[src/shared/idpc_params.svh]
`ifndef IDPC_PARAMS_SVH
`define IDPC_PARAMS_SVH

// ----------------------------------------
// Register indices (byte address = index * 4)
// ----------------------------------------
`define IDPC_CFG_IDX 18'h00000
`define IDPC_STAT_IDX 18'h00002
`define IDPC_MASK_IDX 18'h09400
`define IDPC_AW 20

// ----------------------------------------
// Reset values and writable bits
// ----------------------------------------
`define IDPC_CFG_RST 16'h0000
`define IDPC_MASK_RST 16'h0000
`define IDPC_CFG_WMASK 16'h03FF
`define IDPC_MASK_WMASK 16'h3FFF
`define IDPC_NDOM 9
`define IDPC_NUNIT 14

// ----------------------------------------
// Field positions, shared by control and status
// ----------------------------------------
`define IDPC_B_CORE 0
`define IDPC_B_MUNIT 1
`define IDPC_B_INSTR_CACHE 2
`define IDPC_B_UGROUP 3
`define IDPC_B_CLK 4
`define IDPC_B_EXT_MEM_IF 5
`define IDPC_B_IOPORT 6
`define IDPC_B_MASTER_PORT 7
`define IDPC_B_FPORT 8
`define IDPC_B_CLKX 9

// Bits that must all be set before the clock generator may idle
`define IDPC_PWRDN_SET 16'h03E7

// ----------------------------------------
// Bus responses
// ----------------------------------------
`define IDPC_RESP_OKAY 2'h0
`define IDPC_RESP_SLVERR 2'h2

`endif

[src/shared/idpc_pkg.sv]
package idpc_pkg;
	// Per-domain power sequence
	typedef enum logic [3:0] {
		DS_ACTIVE = 4'h1,
		DS_STOPPING = 4'h2,
		DS_STOPPED = 4'h4,
		DS_WAKING = 4'h8
	} idpc_dom_state_t;

	// Register selected by a bus address
	typedef enum logic [1:0] {
		RS_NONE = 2'h0,
		RS_CFG = 2'h1,
		RS_STAT = 2'h2,
		RS_MASK = 2'h3
	} idpc_sel_t;

	typedef logic [15:0] idpc_word_t;
endpackage : idpc_pkg

[src/core/idpc_dom.sv]
`timescale 1ns/1ns
module idpc_dom
	import idpc_pkg::*;
(
	// Clock and synchronised reset
	input wire logic clk,
	input wire logic rst_n,
	// Handshake with the domain
	input wire logic idle_req,
	input wire logic stop_ack,
	// Status seen by software
	output logic idle_stat
);
	idpc_dom_state_t state;
	idpc_dom_state_t next_state;
	logic next_stat;

	// Status follows the domain's own answer, never the request alone
	always_comb begin
		next_state = state;
		case (state)
			DS_ACTIVE: begin
				if (idle_req) next_state = DS_STOPPING;
			end
			DS_STOPPING: begin
				if (!idle_req) next_state = DS_ACTIVE;
				else if (stop_ack) next_state = DS_STOPPED;
			end
			DS_STOPPED: begin
				if (!idle_req) next_state = DS_WAKING;
			end
			DS_WAKING: begin
				if (idle_req) next_state = DS_STOPPED;
				else if (!stop_ack) next_state = DS_ACTIVE;
			end
			default: next_state = DS_ACTIVE;
		endcase
		next_stat = (next_state == DS_STOPPED) || (next_state == DS_WAKING);
	end

	// State registers
	always_ff @(posedge clk or negedge rst_n) begin
		if (!rst_n) begin
			state <= DS_ACTIVE;
			idle_stat <= 1'b0;
		end else begin
			state <= next_state;
			idle_stat <= next_stat;
		end
	end
endmodule : idpc_dom

[src/core/idpc_top.sv]
`timescale 1ns/1ns
`include "idpc_params.svh"

// How it works
// - Idle instruction disables external memory interface when its control bit is set.
// - Idle instruction disables the I/O-space port when its control bit is set.
// - Clock generator stops only when both its idle and extended idle bits are set.
// - Clock idle set with extended bit clear raises a bus error at idle.
// - Clock idle with any power-down bit clear raises a bus error at idle.
// - Group bit clear: idle instruction makes every peripheral active.
// - Group bit set: idle disables exactly the peripherals marked in the mask.
// - Idle instruction disables the instruction cache when its control bit is set.
// - Idle instruction disables DMA and host port when the master bit is set.
// - Idle instruction disables the CPU when its control bit is set.
// - Status register sits at index 2, bits 15 to 9 read zero.
// - Status bits 8, 7, 6 show fetch, master and I/O-space port disabled.
// - Status bits 5 and 4 show memory interface and clock generator disabled.
// - Status bit 3 shows the peripheral group disabled.
// - Status bits 2, 1, 0 show cache, master units and CPU disabled.
// - Idle instruction disables the cache fetch port when its bit is set.
// - Idle instruction disables the master port when its bit is set.
// - Mask bits reset to zero and disable their peripheral under group idle.
// - Idle with group clear wakes all; with group set wakes unmasked ones.
module idpc_top
	import idpc_pkg::*;
(
	// Clock and reset
	input wire logic REF_CLK,
	input wire logic RST_B,
	// AXI4-Lite write channels
	input wire logic [`IDPC_AW-1:0] S_AXI_AWADDR,
	input wire logic S_AXI_AWVALID,
	output logic S_AXI_AWREADY,
	input wire logic [31:0] S_AXI_WDATA,
	input wire logic [3:0] S_AXI_WSTRB,
	input wire logic S_AXI_WVALID,
	output logic S_AXI_WREADY,
	output logic [1:0] S_AXI_BRESP,
	output logic S_AXI_BVALID,
	input wire logic S_AXI_BREADY,
	// AXI4-Lite read channels
	input wire logic [`IDPC_AW-1:0] S_AXI_ARADDR,
	input wire logic S_AXI_ARVALID,
	output logic S_AXI_ARREADY,
	output logic [31:0] S_AXI_RDATA,
	output logic [1:0] S_AXI_RRESP,
	output logic S_AXI_RVALID,
	input wire logic S_AXI_RREADY,
	// Idle instruction and wake event from the core
	input wire logic IDLE_EXEC,
	input wire logic WAKE_REQ,
	// Domain handshake
	output logic [`IDPC_NDOM-1:0] DOM_IDLE_REQ,
	input wire logic [`IDPC_NDOM-1:0] DOM_STOP_ACK,
	output logic [`IDPC_NUNIT-1:0] UNIT_IDLE,
	output logic BUS_ERR_IRQ
);
	// ----------------------------------------
	// Reset release
	// ----------------------------------------
	logic [1:0] rst_sync;
	logic rst_n;

	// Assert at once, release two edges later
	always_ff @(posedge REF_CLK or negedge RST_B) begin
		if (!RST_B) rst_sync <= 2'h0;
		else rst_sync <= {rst_sync[0], 1'b1};
	end
	assign rst_n = rst_sync[1];

	// ----------------------------------------
	// Helpers
	// ----------------------------------------
	// Registers sit one per word; low address bits are ignored
	function automatic idpc_sel_t reg_sel(input logic [`IDPC_AW-1:0] a);
		if (a[`IDPC_AW-1:2] == `IDPC_CFG_IDX) reg_sel = RS_CFG;
		else if (a[`IDPC_AW-1:2] == `IDPC_STAT_IDX) reg_sel = RS_STAT;
		else if (a[`IDPC_AW-1:2] == `IDPC_MASK_IDX) reg_sel = RS_MASK;
		else reg_sel = RS_NONE;
	endfunction : reg_sel

	// Byte-lane merge, reserved bits forced to zero
	function automatic idpc_word_t wr_merge(input idpc_word_t old, input logic [15:0] d,
		input logic [1:0] s, input idpc_word_t m);
		idpc_word_t r;
		r = old;
		if (s[0]) r[7:0] = d[7:0];
		if (s[1]) r[15:8] = d[15:8];
		wr_merge = r & m;
	endfunction : wr_merge

	// ----------------------------------------
	// Bus write path
	// ----------------------------------------
	logic aw_full, next_aw_full, w_full, next_w_full;
	logic [`IDPC_AW-1:0] aw_addr, next_aw_addr;
	logic [15:0] w_data, next_w_data;
	logic [1:0] w_strb, next_w_strb;
	logic next_awready, next_wready, next_bvalid;
	logic [1:0] next_bresp;
	logic wr_commit;
	idpc_sel_t wr_sel;

	// Address and data are held separately so either may come first
	always_comb begin
		next_aw_full = aw_full;
		next_aw_addr = aw_addr;
		next_w_full = w_full;
		next_w_data = w_data;
		next_w_strb = w_strb;
		next_bvalid = S_AXI_BVALID;
		next_bresp = S_AXI_BRESP;
		wr_sel = reg_sel(aw_addr);
		wr_commit = aw_full && w_full && !S_AXI_BVALID;
		if (S_AXI_BVALID && S_AXI_BREADY) next_bvalid = 1'b0;
		if (S_AXI_AWVALID && S_AXI_AWREADY) begin
			next_aw_full = 1'b1;
			next_aw_addr = S_AXI_AWADDR;
		end
		if (S_AXI_WVALID && S_AXI_WREADY) begin
			next_w_full = 1'b1;
			next_w_data = S_AXI_WDATA[15:0];
			next_w_strb = S_AXI_WSTRB[1:0];
		end
		if (wr_commit) begin
			next_aw_full = 1'b0;
			next_w_full = 1'b0;
			next_bvalid = 1'b1;
			next_bresp = (wr_sel == RS_NONE) ? `IDPC_RESP_SLVERR : `IDPC_RESP_OKAY;
		end
		next_awready = !next_aw_full;
		next_wready = !next_w_full;
	end

	// Write path registers
	always_ff @(posedge REF_CLK or negedge rst_n) begin
		if (!rst_n) begin
			aw_full <= 1'b0;
			aw_addr <= '0;
			w_full <= 1'b0;
			w_data <= 16'h0000;
			w_strb <= 2'h0;
			S_AXI_AWREADY <= 1'b1;
			S_AXI_WREADY <= 1'b1;
			S_AXI_BVALID <= 1'b0;
			S_AXI_BRESP <= `IDPC_RESP_OKAY;
		end else begin
			aw_full <= next_aw_full;
			aw_addr <= next_aw_addr;
			w_full <= next_w_full;
			w_data <= next_w_data;
			w_strb <= next_w_strb;
			S_AXI_AWREADY <= next_awready;
			S_AXI_WREADY <= next_wready;
			S_AXI_BVALID <= next_bvalid;
			S_AXI_BRESP <= next_bresp;
		end
	end

	// ----------------------------------------
	// Idle control
	// ----------------------------------------
	idpc_word_t cfg, next_cfg, mask, next_mask;
	logic [`IDPC_NDOM-1:0] next_req, dom_stat;
	logic [`IDPC_NUNIT-1:0] next_unit;
	logic next_err, idle_bad;

	// Clock idle without the full power-down set is refused
	assign idle_bad = cfg[`IDPC_B_CLK] && ((cfg & `IDPC_PWRDN_SET) != `IDPC_PWRDN_SET);

	// The idle instruction samples the control bits as they stand;
	// a refused idle leaves every domain as it was
	always_comb begin
		next_cfg = cfg;
		next_mask = mask;
		next_req = DOM_IDLE_REQ;
		next_unit = UNIT_IDLE;
		next_err = 1'b0;
		if (wr_commit && wr_sel == RS_CFG) next_cfg = wr_merge(cfg, w_data, w_strb, `IDPC_CFG_WMASK);
		if (wr_commit && wr_sel == RS_MASK) next_mask = wr_merge(mask, w_data, w_strb, `IDPC_MASK_WMASK);
		if (WAKE_REQ) begin
			next_req = '0;
			next_unit = '0;
		end
		if (IDLE_EXEC) begin
			if (idle_bad) begin
				next_err = 1'b1;
			end else begin
				next_req = cfg[`IDPC_NDOM-1:0];
				next_req[`IDPC_B_CLK] = cfg[`IDPC_B_CLK] && cfg[`IDPC_B_CLKX];
				// Group clear wakes all, group set follows the mask
				next_unit = cfg[`IDPC_B_UGROUP] ? mask[`IDPC_NUNIT-1:0] : '0;
			end
		end
	end

	// Control registers
	always_ff @(posedge REF_CLK or negedge rst_n) begin
		if (!rst_n) begin
			cfg <= `IDPC_CFG_RST;
			mask <= `IDPC_MASK_RST;
			DOM_IDLE_REQ <= '0;
			UNIT_IDLE <= '0;
			BUS_ERR_IRQ <= 1'b0;
		end else begin
			cfg <= next_cfg;
			mask <= next_mask;
			DOM_IDLE_REQ <= next_req;
			UNIT_IDLE <= next_unit;
			BUS_ERR_IRQ <= next_err;
		end
	end

	// One status sequencer per domain, status bit index = control bit index
	for (genvar i = 0; i < `IDPC_NDOM; i++) begin : g_dom
		idpc_dom u_dom (
			.clk(REF_CLK),
			.rst_n(rst_n),
			.idle_req(DOM_IDLE_REQ[i]),
			.stop_ack(DOM_STOP_ACK[i]),
			.idle_stat(dom_stat[i])
		);
	end

	// ----------------------------------------
	// Bus read path
	// ----------------------------------------
	logic next_arready, next_rvalid;
	logic [31:0] next_rdata;
	logic [1:0] next_rresp;

	// One read at a time; data captured at the address edge
	always_comb begin
		next_rvalid = S_AXI_RVALID;
		next_rdata = S_AXI_RDATA;
		next_rresp = S_AXI_RRESP;
		if (S_AXI_RVALID && S_AXI_RREADY) next_rvalid = 1'b0;
		if (S_AXI_ARVALID && S_AXI_ARREADY) begin
			next_rvalid = 1'b1;
			next_rresp = `IDPC_RESP_OKAY;
			case (reg_sel(S_AXI_ARADDR))
				RS_CFG: next_rdata = {16'h0000, cfg};
				RS_STAT: next_rdata = {23'h000000, dom_stat};
				RS_MASK: next_rdata = {16'h0000, mask};
				default: begin
					next_rdata = 32'h00000000;
					next_rresp = `IDPC_RESP_SLVERR;
				end
			endcase
		end
		next_arready = !next_rvalid;
	end

	// Read path registers
	always_ff @(posedge REF_CLK or negedge rst_n) begin
		if (!rst_n) begin
			S_AXI_ARREADY <= 1'b1;
			S_AXI_RVALID <= 1'b0;
			S_AXI_RDATA <= 32'h00000000;
			S_AXI_RRESP <= `IDPC_RESP_OKAY;
		end else begin
			S_AXI_ARREADY <= next_arready;
			S_AXI_RVALID <= next_rvalid;
			S_AXI_RDATA <= next_rdata;
			S_AXI_RRESP <= next_rresp;
		end
	end
endmodule : idpc_top

[config.mk]
export PLATFORM = sky130hd
export DESIGN_NAME = idpc_top
export DESIGN_NICKNAME = d
export VERILOG_FILES = /design/src/shared/idpc_pkg.sv /design/src/core/idpc_dom.sv /design/src/core/idpc_top.sv
export VERILOG_INCLUDE_DIRS = /design/src /design/src/shared
export SDC_FILE = /design/constraint.sdc
export NUM_CORES = 1
export LEC_CHECK = 0
export ABC_AREA = 1
export BUFFER_PORTS_ARGS = -buffer_cell sky130_fd_sc_hd__buf_2
export CORE_MARGIN = 5
export CORE_UTILIZATION = 49
export DETAILED_ROUTE_END_ITERATION = 8
export PLACE_DENSITY_LB_ADDON = 0.2
export SKIP_LAST_GASP = 1
export SYNTH_ARGS = -nofsm -noshare
export SYNTH_HDL_FRONTEND = slang
export SYNTH_SLANG_ARGS = --single-unit
[constraint.sdc]
create_clock -name REF_CLK -period 4.9 [get_ports REF_CLK]
set_clock_uncertainty 0.15 [all_clocks]
set_input_delay 0.98 -clock REF_CLK [delete_from_list [all_inputs] [get_ports REF_CLK]]
set_output_delay 0.98 -clock REF_CLK [all_outputs]
set_load 0.02 [all_outputs]
==> Word level (Yosys, flattened, before mapping) <==
Cells that the tools add are included.
Widths: inputs -> output; s select.
{ "totals": {"reg_bits": 174, "input_bits": 94, "out_inout_bits": 65, "wordCells": 226} }
{ "classes": {"n_eq_ne": 64, "muxes": 90, "reduce_logical": 33} }
{ "ops": {"columns": ["operator", "n"], "rows": [
  ["$mux 4", 54],
  ["$pmux 4 s4", 9],
  ["$eq 4x3->1 const B", 18],
  ["$eq 4x4->1 const B", 18],
  ["$mux 14", 4],
  ["$pmux 14 s3", 1],
  ["$eq 18x16->1 const B", 2],
  ["$eq 18x2->1 const B", 2],
  ["$eq 4x1->1 const B", 9],
  ["$eq 4x2->1 const B", 9],
  ["$logic_not 18->1", 2],
  ["$mux 9", 3],
  ["$mux 2", 9],
  ["$logic_and 1x1->1", 11],
  ["$mux 1", 10],
  ["$logic_or 1x1->1", 9],
  ["$ne 8x8->1 const B", 1],
  ["$reduce_and 2->1", 4],
  ["$eq 2x2->1 const B", 3],
  ["$eq 2x1->1 const B", 2],
  ["$logic_not 1->1", 4],
  ["$reduce_or 3->1", 1],
  ["$logic_not 2->1", 1],
  ["$reduce_bool 2->1", 1]
]} }

==> Logic depth before layout (Yosys ltp) <==
{ "logic_depth": {"ltp_word": 8, "depth_mapped": 9, "depth_no_buf": 8} }

==> Modules after synthesis <==
Synthesis repeated with hierarchy kept, for this count alone.
{ "hier_totals": {"cells_unflattened": 926, "hier_area_um2": 7561.0} }
{ "modules_own_cells": {"columns": ["module", "instances", "cells_per_inst", "area_per_inst_um2", "seq_area_each_um2"], "rows": [
  ["idpc_top", 1, 566, 4903.5, 2681.3],
  ["idpc_dom", 9, 40, 295.3, 126.4]
]} }

==> Worst setup path after synthesis <==
OpenSTA, ideal clock, no wires.
{ "synth_timing": {"kind": "input port to flip-flop", "start": "input S_AXI_ARADDR[11]", "end": "register S_AXI_RDATA[1]", "setup_ps": 66, "t_arrival_ps": 1886, "required_time_ps": 4684, "setup_slack_ps": 2798, "path_stages": 8, "path_buffers": 1, "path_cell_list": "nor2_1 nand2_1 nor2_4 nand2_4 a21oi_4 buf_6 nand2_1 nand2_1"} }
{ "synth_between": {"elab_chain_len": 7, "elab_cells_between_ends": 11, "classes_between": "eq/ne (5); mux (5); reduce/logical (1)"} }
{ "synth_rtl": {"columns": ["element", "line", "text"], "rows": [
  ["start: declaration", "idpc_top.sv:42", "input wire logic [`IDPC_AW-1:0] S_AXI_ARADDR,"],
  ["$eq 18x16->1 (no line)", null, null],
  ["$mux 2", "idpc_top.sv:78", "else if (a[`IDPC_AW-1:2] == `IDPC_MASK_IDX) reg_sel = RS_MASK;"],
  ["$mux 2", "idpc_top.sv:77", "else if (a[`IDPC_AW-1:2] == `IDPC_STAT_IDX) reg_sel = RS_STAT;"],
  ["$mux 2 (*)", "idpc_top.sv:76", "if (a[`IDPC_AW-1:2] == `IDPC_CFG_IDX) reg_sel = RS_CFG;"],
  ["$mux 2 (*)", "idpc_top.sv:238", "if (S_AXI_ARVALID && S_AXI_ARREADY) begin"],
  ["$eq 2x2->1 / $eq 2x1->1 (equally long branches)", "idpc_top.sv:241", "case (reg_sel(S_AXI_ARADDR))"],
  ["$pmux 14 s3 (*)", "idpc_top.sv:241", null],
  ["end signal: assignment", "idpc_top.sv:264", "S_AXI_RDATA <= next_rdata;"],
  ["end: declaration", "idpc_top.sv:45", "output logic [31:0] S_AXI_RDATA,"]
]} }
Mark *: on every way between the ends. The rest lies on a longest branch, timed or not. The select of a mux whose other input is x is not followed.
A chain may end at the register's enable or synchronous reset.

==> Worst setup path in the final report <==
{ "layout_timing": {"start": "input S_AXI_ARADDR[19]", "end": "register S_AXI_RDATA[5]"} }
The elaborated chain is that of the path after synthesis.

==> run metrics <==
Crit-path slowest cell=nor2_2; vias in the first global route=5296; Crit Reg-Reg Startpoint=aw_addr[5]; Fmax=411.7 MHz; Die Y=130.4 um; share of cells above drive strength 1=21.13%; Slew @ Worst Pin=937.5 ps; peak supply drop=0.0003041 V; Post-synth EDFFs=0; Sum Neg Setup Slack=0 ps; fin crit period=2429 ps; first-pass iteration count of the detailed router=4; IO Pins=159; max cap viols=0; drt wl/cell=13.65 um; ys async rst share=100.0%; grt total ovfl=0; grt met1 use=25.60%; met3 usage=3.699%; unrepaired setup endpoints after global routing=false; number of setup buffers added after CTS=0; Worst Hold Class=in -> async; fin. max-slew vios=0; CTS-repair resized insts=0; Initial Util=49.43%; most frequent CP cell=nand2_1; fill count=1396; slew margin rel.=37.50%; post-synthesis cell area=7102 um^2; worst path bufs/invs=1; Leakage Power=4.330 nW; synth warn=0; number of diodes=0; CTS tree=done; Critical Path, Cell by Cell=buf_2 -> nor2_2 -> nand2_1 -> nor2_4 -> nand2_4 -> a21oi_4 -> nand2_1 -> nand2_1; most frequent cells in the layout=nand2_1 (237), dfrtp_1 (139), buf_2 (114); Final setup viols=0; synthesized instance count=828; die width=130.4 um; routing usage on met2=30.36%; startpoint type of the worst setup path=primary input; core box area=14370 um^2; area delta synth->final=15.54%; PD cells=399.6 nW/um^2; delay-heaviest family, CP=simple AND/OR/NAND/NOR gates; CP Class=in -> reg; Synth Flop Type=dfrtp_1; maximum clock path buffer count=2; CP Capture Type=flop; Worst Path Max Fanout=12; site row count=44; register area=3822 um^2; H-tree levels=4; clock root buffer=clkbuf_16; FF-to-FF End=cfg[0]; Skew-Pair Late Insertion Delay=420 ps; Worst-path clk slew=60 ps; wirelength, routed=15370 um; gpl congestion=0.7916; # DRC=0; period utilization=49.57%; Netlist cell types=38; post-route antenna net violation count=0; total track usage=18.72%; largest net degree at the start of global routing=75; worst endpoint data arrival time=2630 ps; Multi-input gate area=2685 um^2; Avg Cell Area, Syn=8.577 um^2; Initial DRC Count=259; CP max stage delay=430 ps; status=complete, no violations; most common cell after layout, fill and taps aside=nand2_1; initial antenna violation count=0; R2R Setup Slk=2850 ps; CTS sink cnt=152; final net count=1024; synthesized flop and latch total=152; Vias/cell=4.967; Die ar.=17000 um^2; CP required=5100 ps; sequential fraction of the synthesis area=53.77%; worst reg2reg path depth=8; DR vias=5593; IO Port Bufs=114; CTS Buf Count=17; final core occ=57.11%; hold_buf cts=0; Final Hold Vio Count=0; DPL Wire Length=11100 um; GRT Max-Usage Layer=met2; first-pass GRT wire length=25270 um
## cell families (layout without fill, tap and decap cells)
group           Yosys count  count (layout)  synth area share (%)
flops                   152             152                 53.77
compound gates           77              77                 6.766
simple gates            462             462                 29.93
buf+inv                 135             230                 9.425
other cells               2              21                0.1057
## through the flow
stage	hold WS [ps]	worst slack [ps]	instances	cell area, um^2	power, mW
detailed placement	187.3	2063	1095	7639	2.044
global placement	186.2	2085	1095	7639	2.025
finish	181.8	2471	1126	8205	3.279
CTS	173.8	2500	1126	8205	3.317
floorplan	181.2	222.2	847	7173	1.921
global route	173.0	2295	1126	8205	3.459
## metal layers
layer / vias to the layer above / wire, um
met4: 0 / 221
met1: 2625 / 6980
met5: - / 0
met3: 16 / 699
li1: 2845 / -
met2: 107 / 7471
## where the power goes
part,switching [mW],internal [mW]
logic,0.311,0.136
clock network,0.486,0.771
registers,0.141,1.43
total,0.938,2.34
## cell type report
class | instances | share of cell area, %
Clock buffer | 23 | 5.703
Clock inverter | 8 | 1.205
Inverter | 82 | 3.751
Multi-Input combinational cell | 560 | 32.72
Sequential cell | 152 | 46.58
Tap cell | 184 | 2.806
Timing Repair Buffer | 117 | 7.228
## worst max-delay path by stage
stage | startpoint | to | slack (ps) | depth (start not counted)
2_1_floorplan | rst_sync[1] | BUS_ERR_IRQ | 220 | 0
3_5_place_dp | S_AXI_ARADDR[19] | S_AXI_RDATA[5] | 2060 | 8
5_1_grt | S_AXI_ARADDR[19] | S_AXI_RDATA[5] | 2290 | 8
3_3_place_gp | S_AXI_ARADDR[19] | S_AXI_RDATA[8] | 2090 | 8
6_report | S_AXI_ARADDR[19] | S_AXI_RDATA[5] | 2470 | 8
4_1_cts | S_AXI_ARADDR[19] | S_AXI_RDATA[5] | 2500 | 8
## registers in the layout, indices dropped and copies added (netlist names), 10 cells and up
register           flops
S_AXI_RDATA           14
mask                  14
g_dom.u_dom.state     36
w_data                14
aw_addr               18
cfg                   10
UNIT_IDLE             14
## synthesized netlist by cell type (2+ instances only)
cell	n	share of area, %
dfstp_2	12	4.4
nor2_4	4	0.63
clkbuf_1	9	0.48
nor2_1	72	3.8
nand3_1	69	4.9
buf_2	4	0.28
a31oi_1	5	0.44
and2_1	4	0.35
buf_4	34	3.6
nand2_1	237	13
inv_1	80	4.2
conb_1	2	0.11
a211oi_1	4	0.42
o22ai_1	3	0.26
nand2_4	2	0.32
o31ai_1	5	0.53
nor3_1	2	0.14
a21oi_1	10	0.70
o21ai_0	35	2.5
nor2_2	8	0.70
nand3_2	12	1.7
o21ai_2	9	1.1
buf_6	4	0.63
o21ai_1	2	0.14
dfrtp_1	140	49
buf_1	2	0.11
nand4_1	47	4.1
Note: power is estimated with default switching activity, not from simulation.
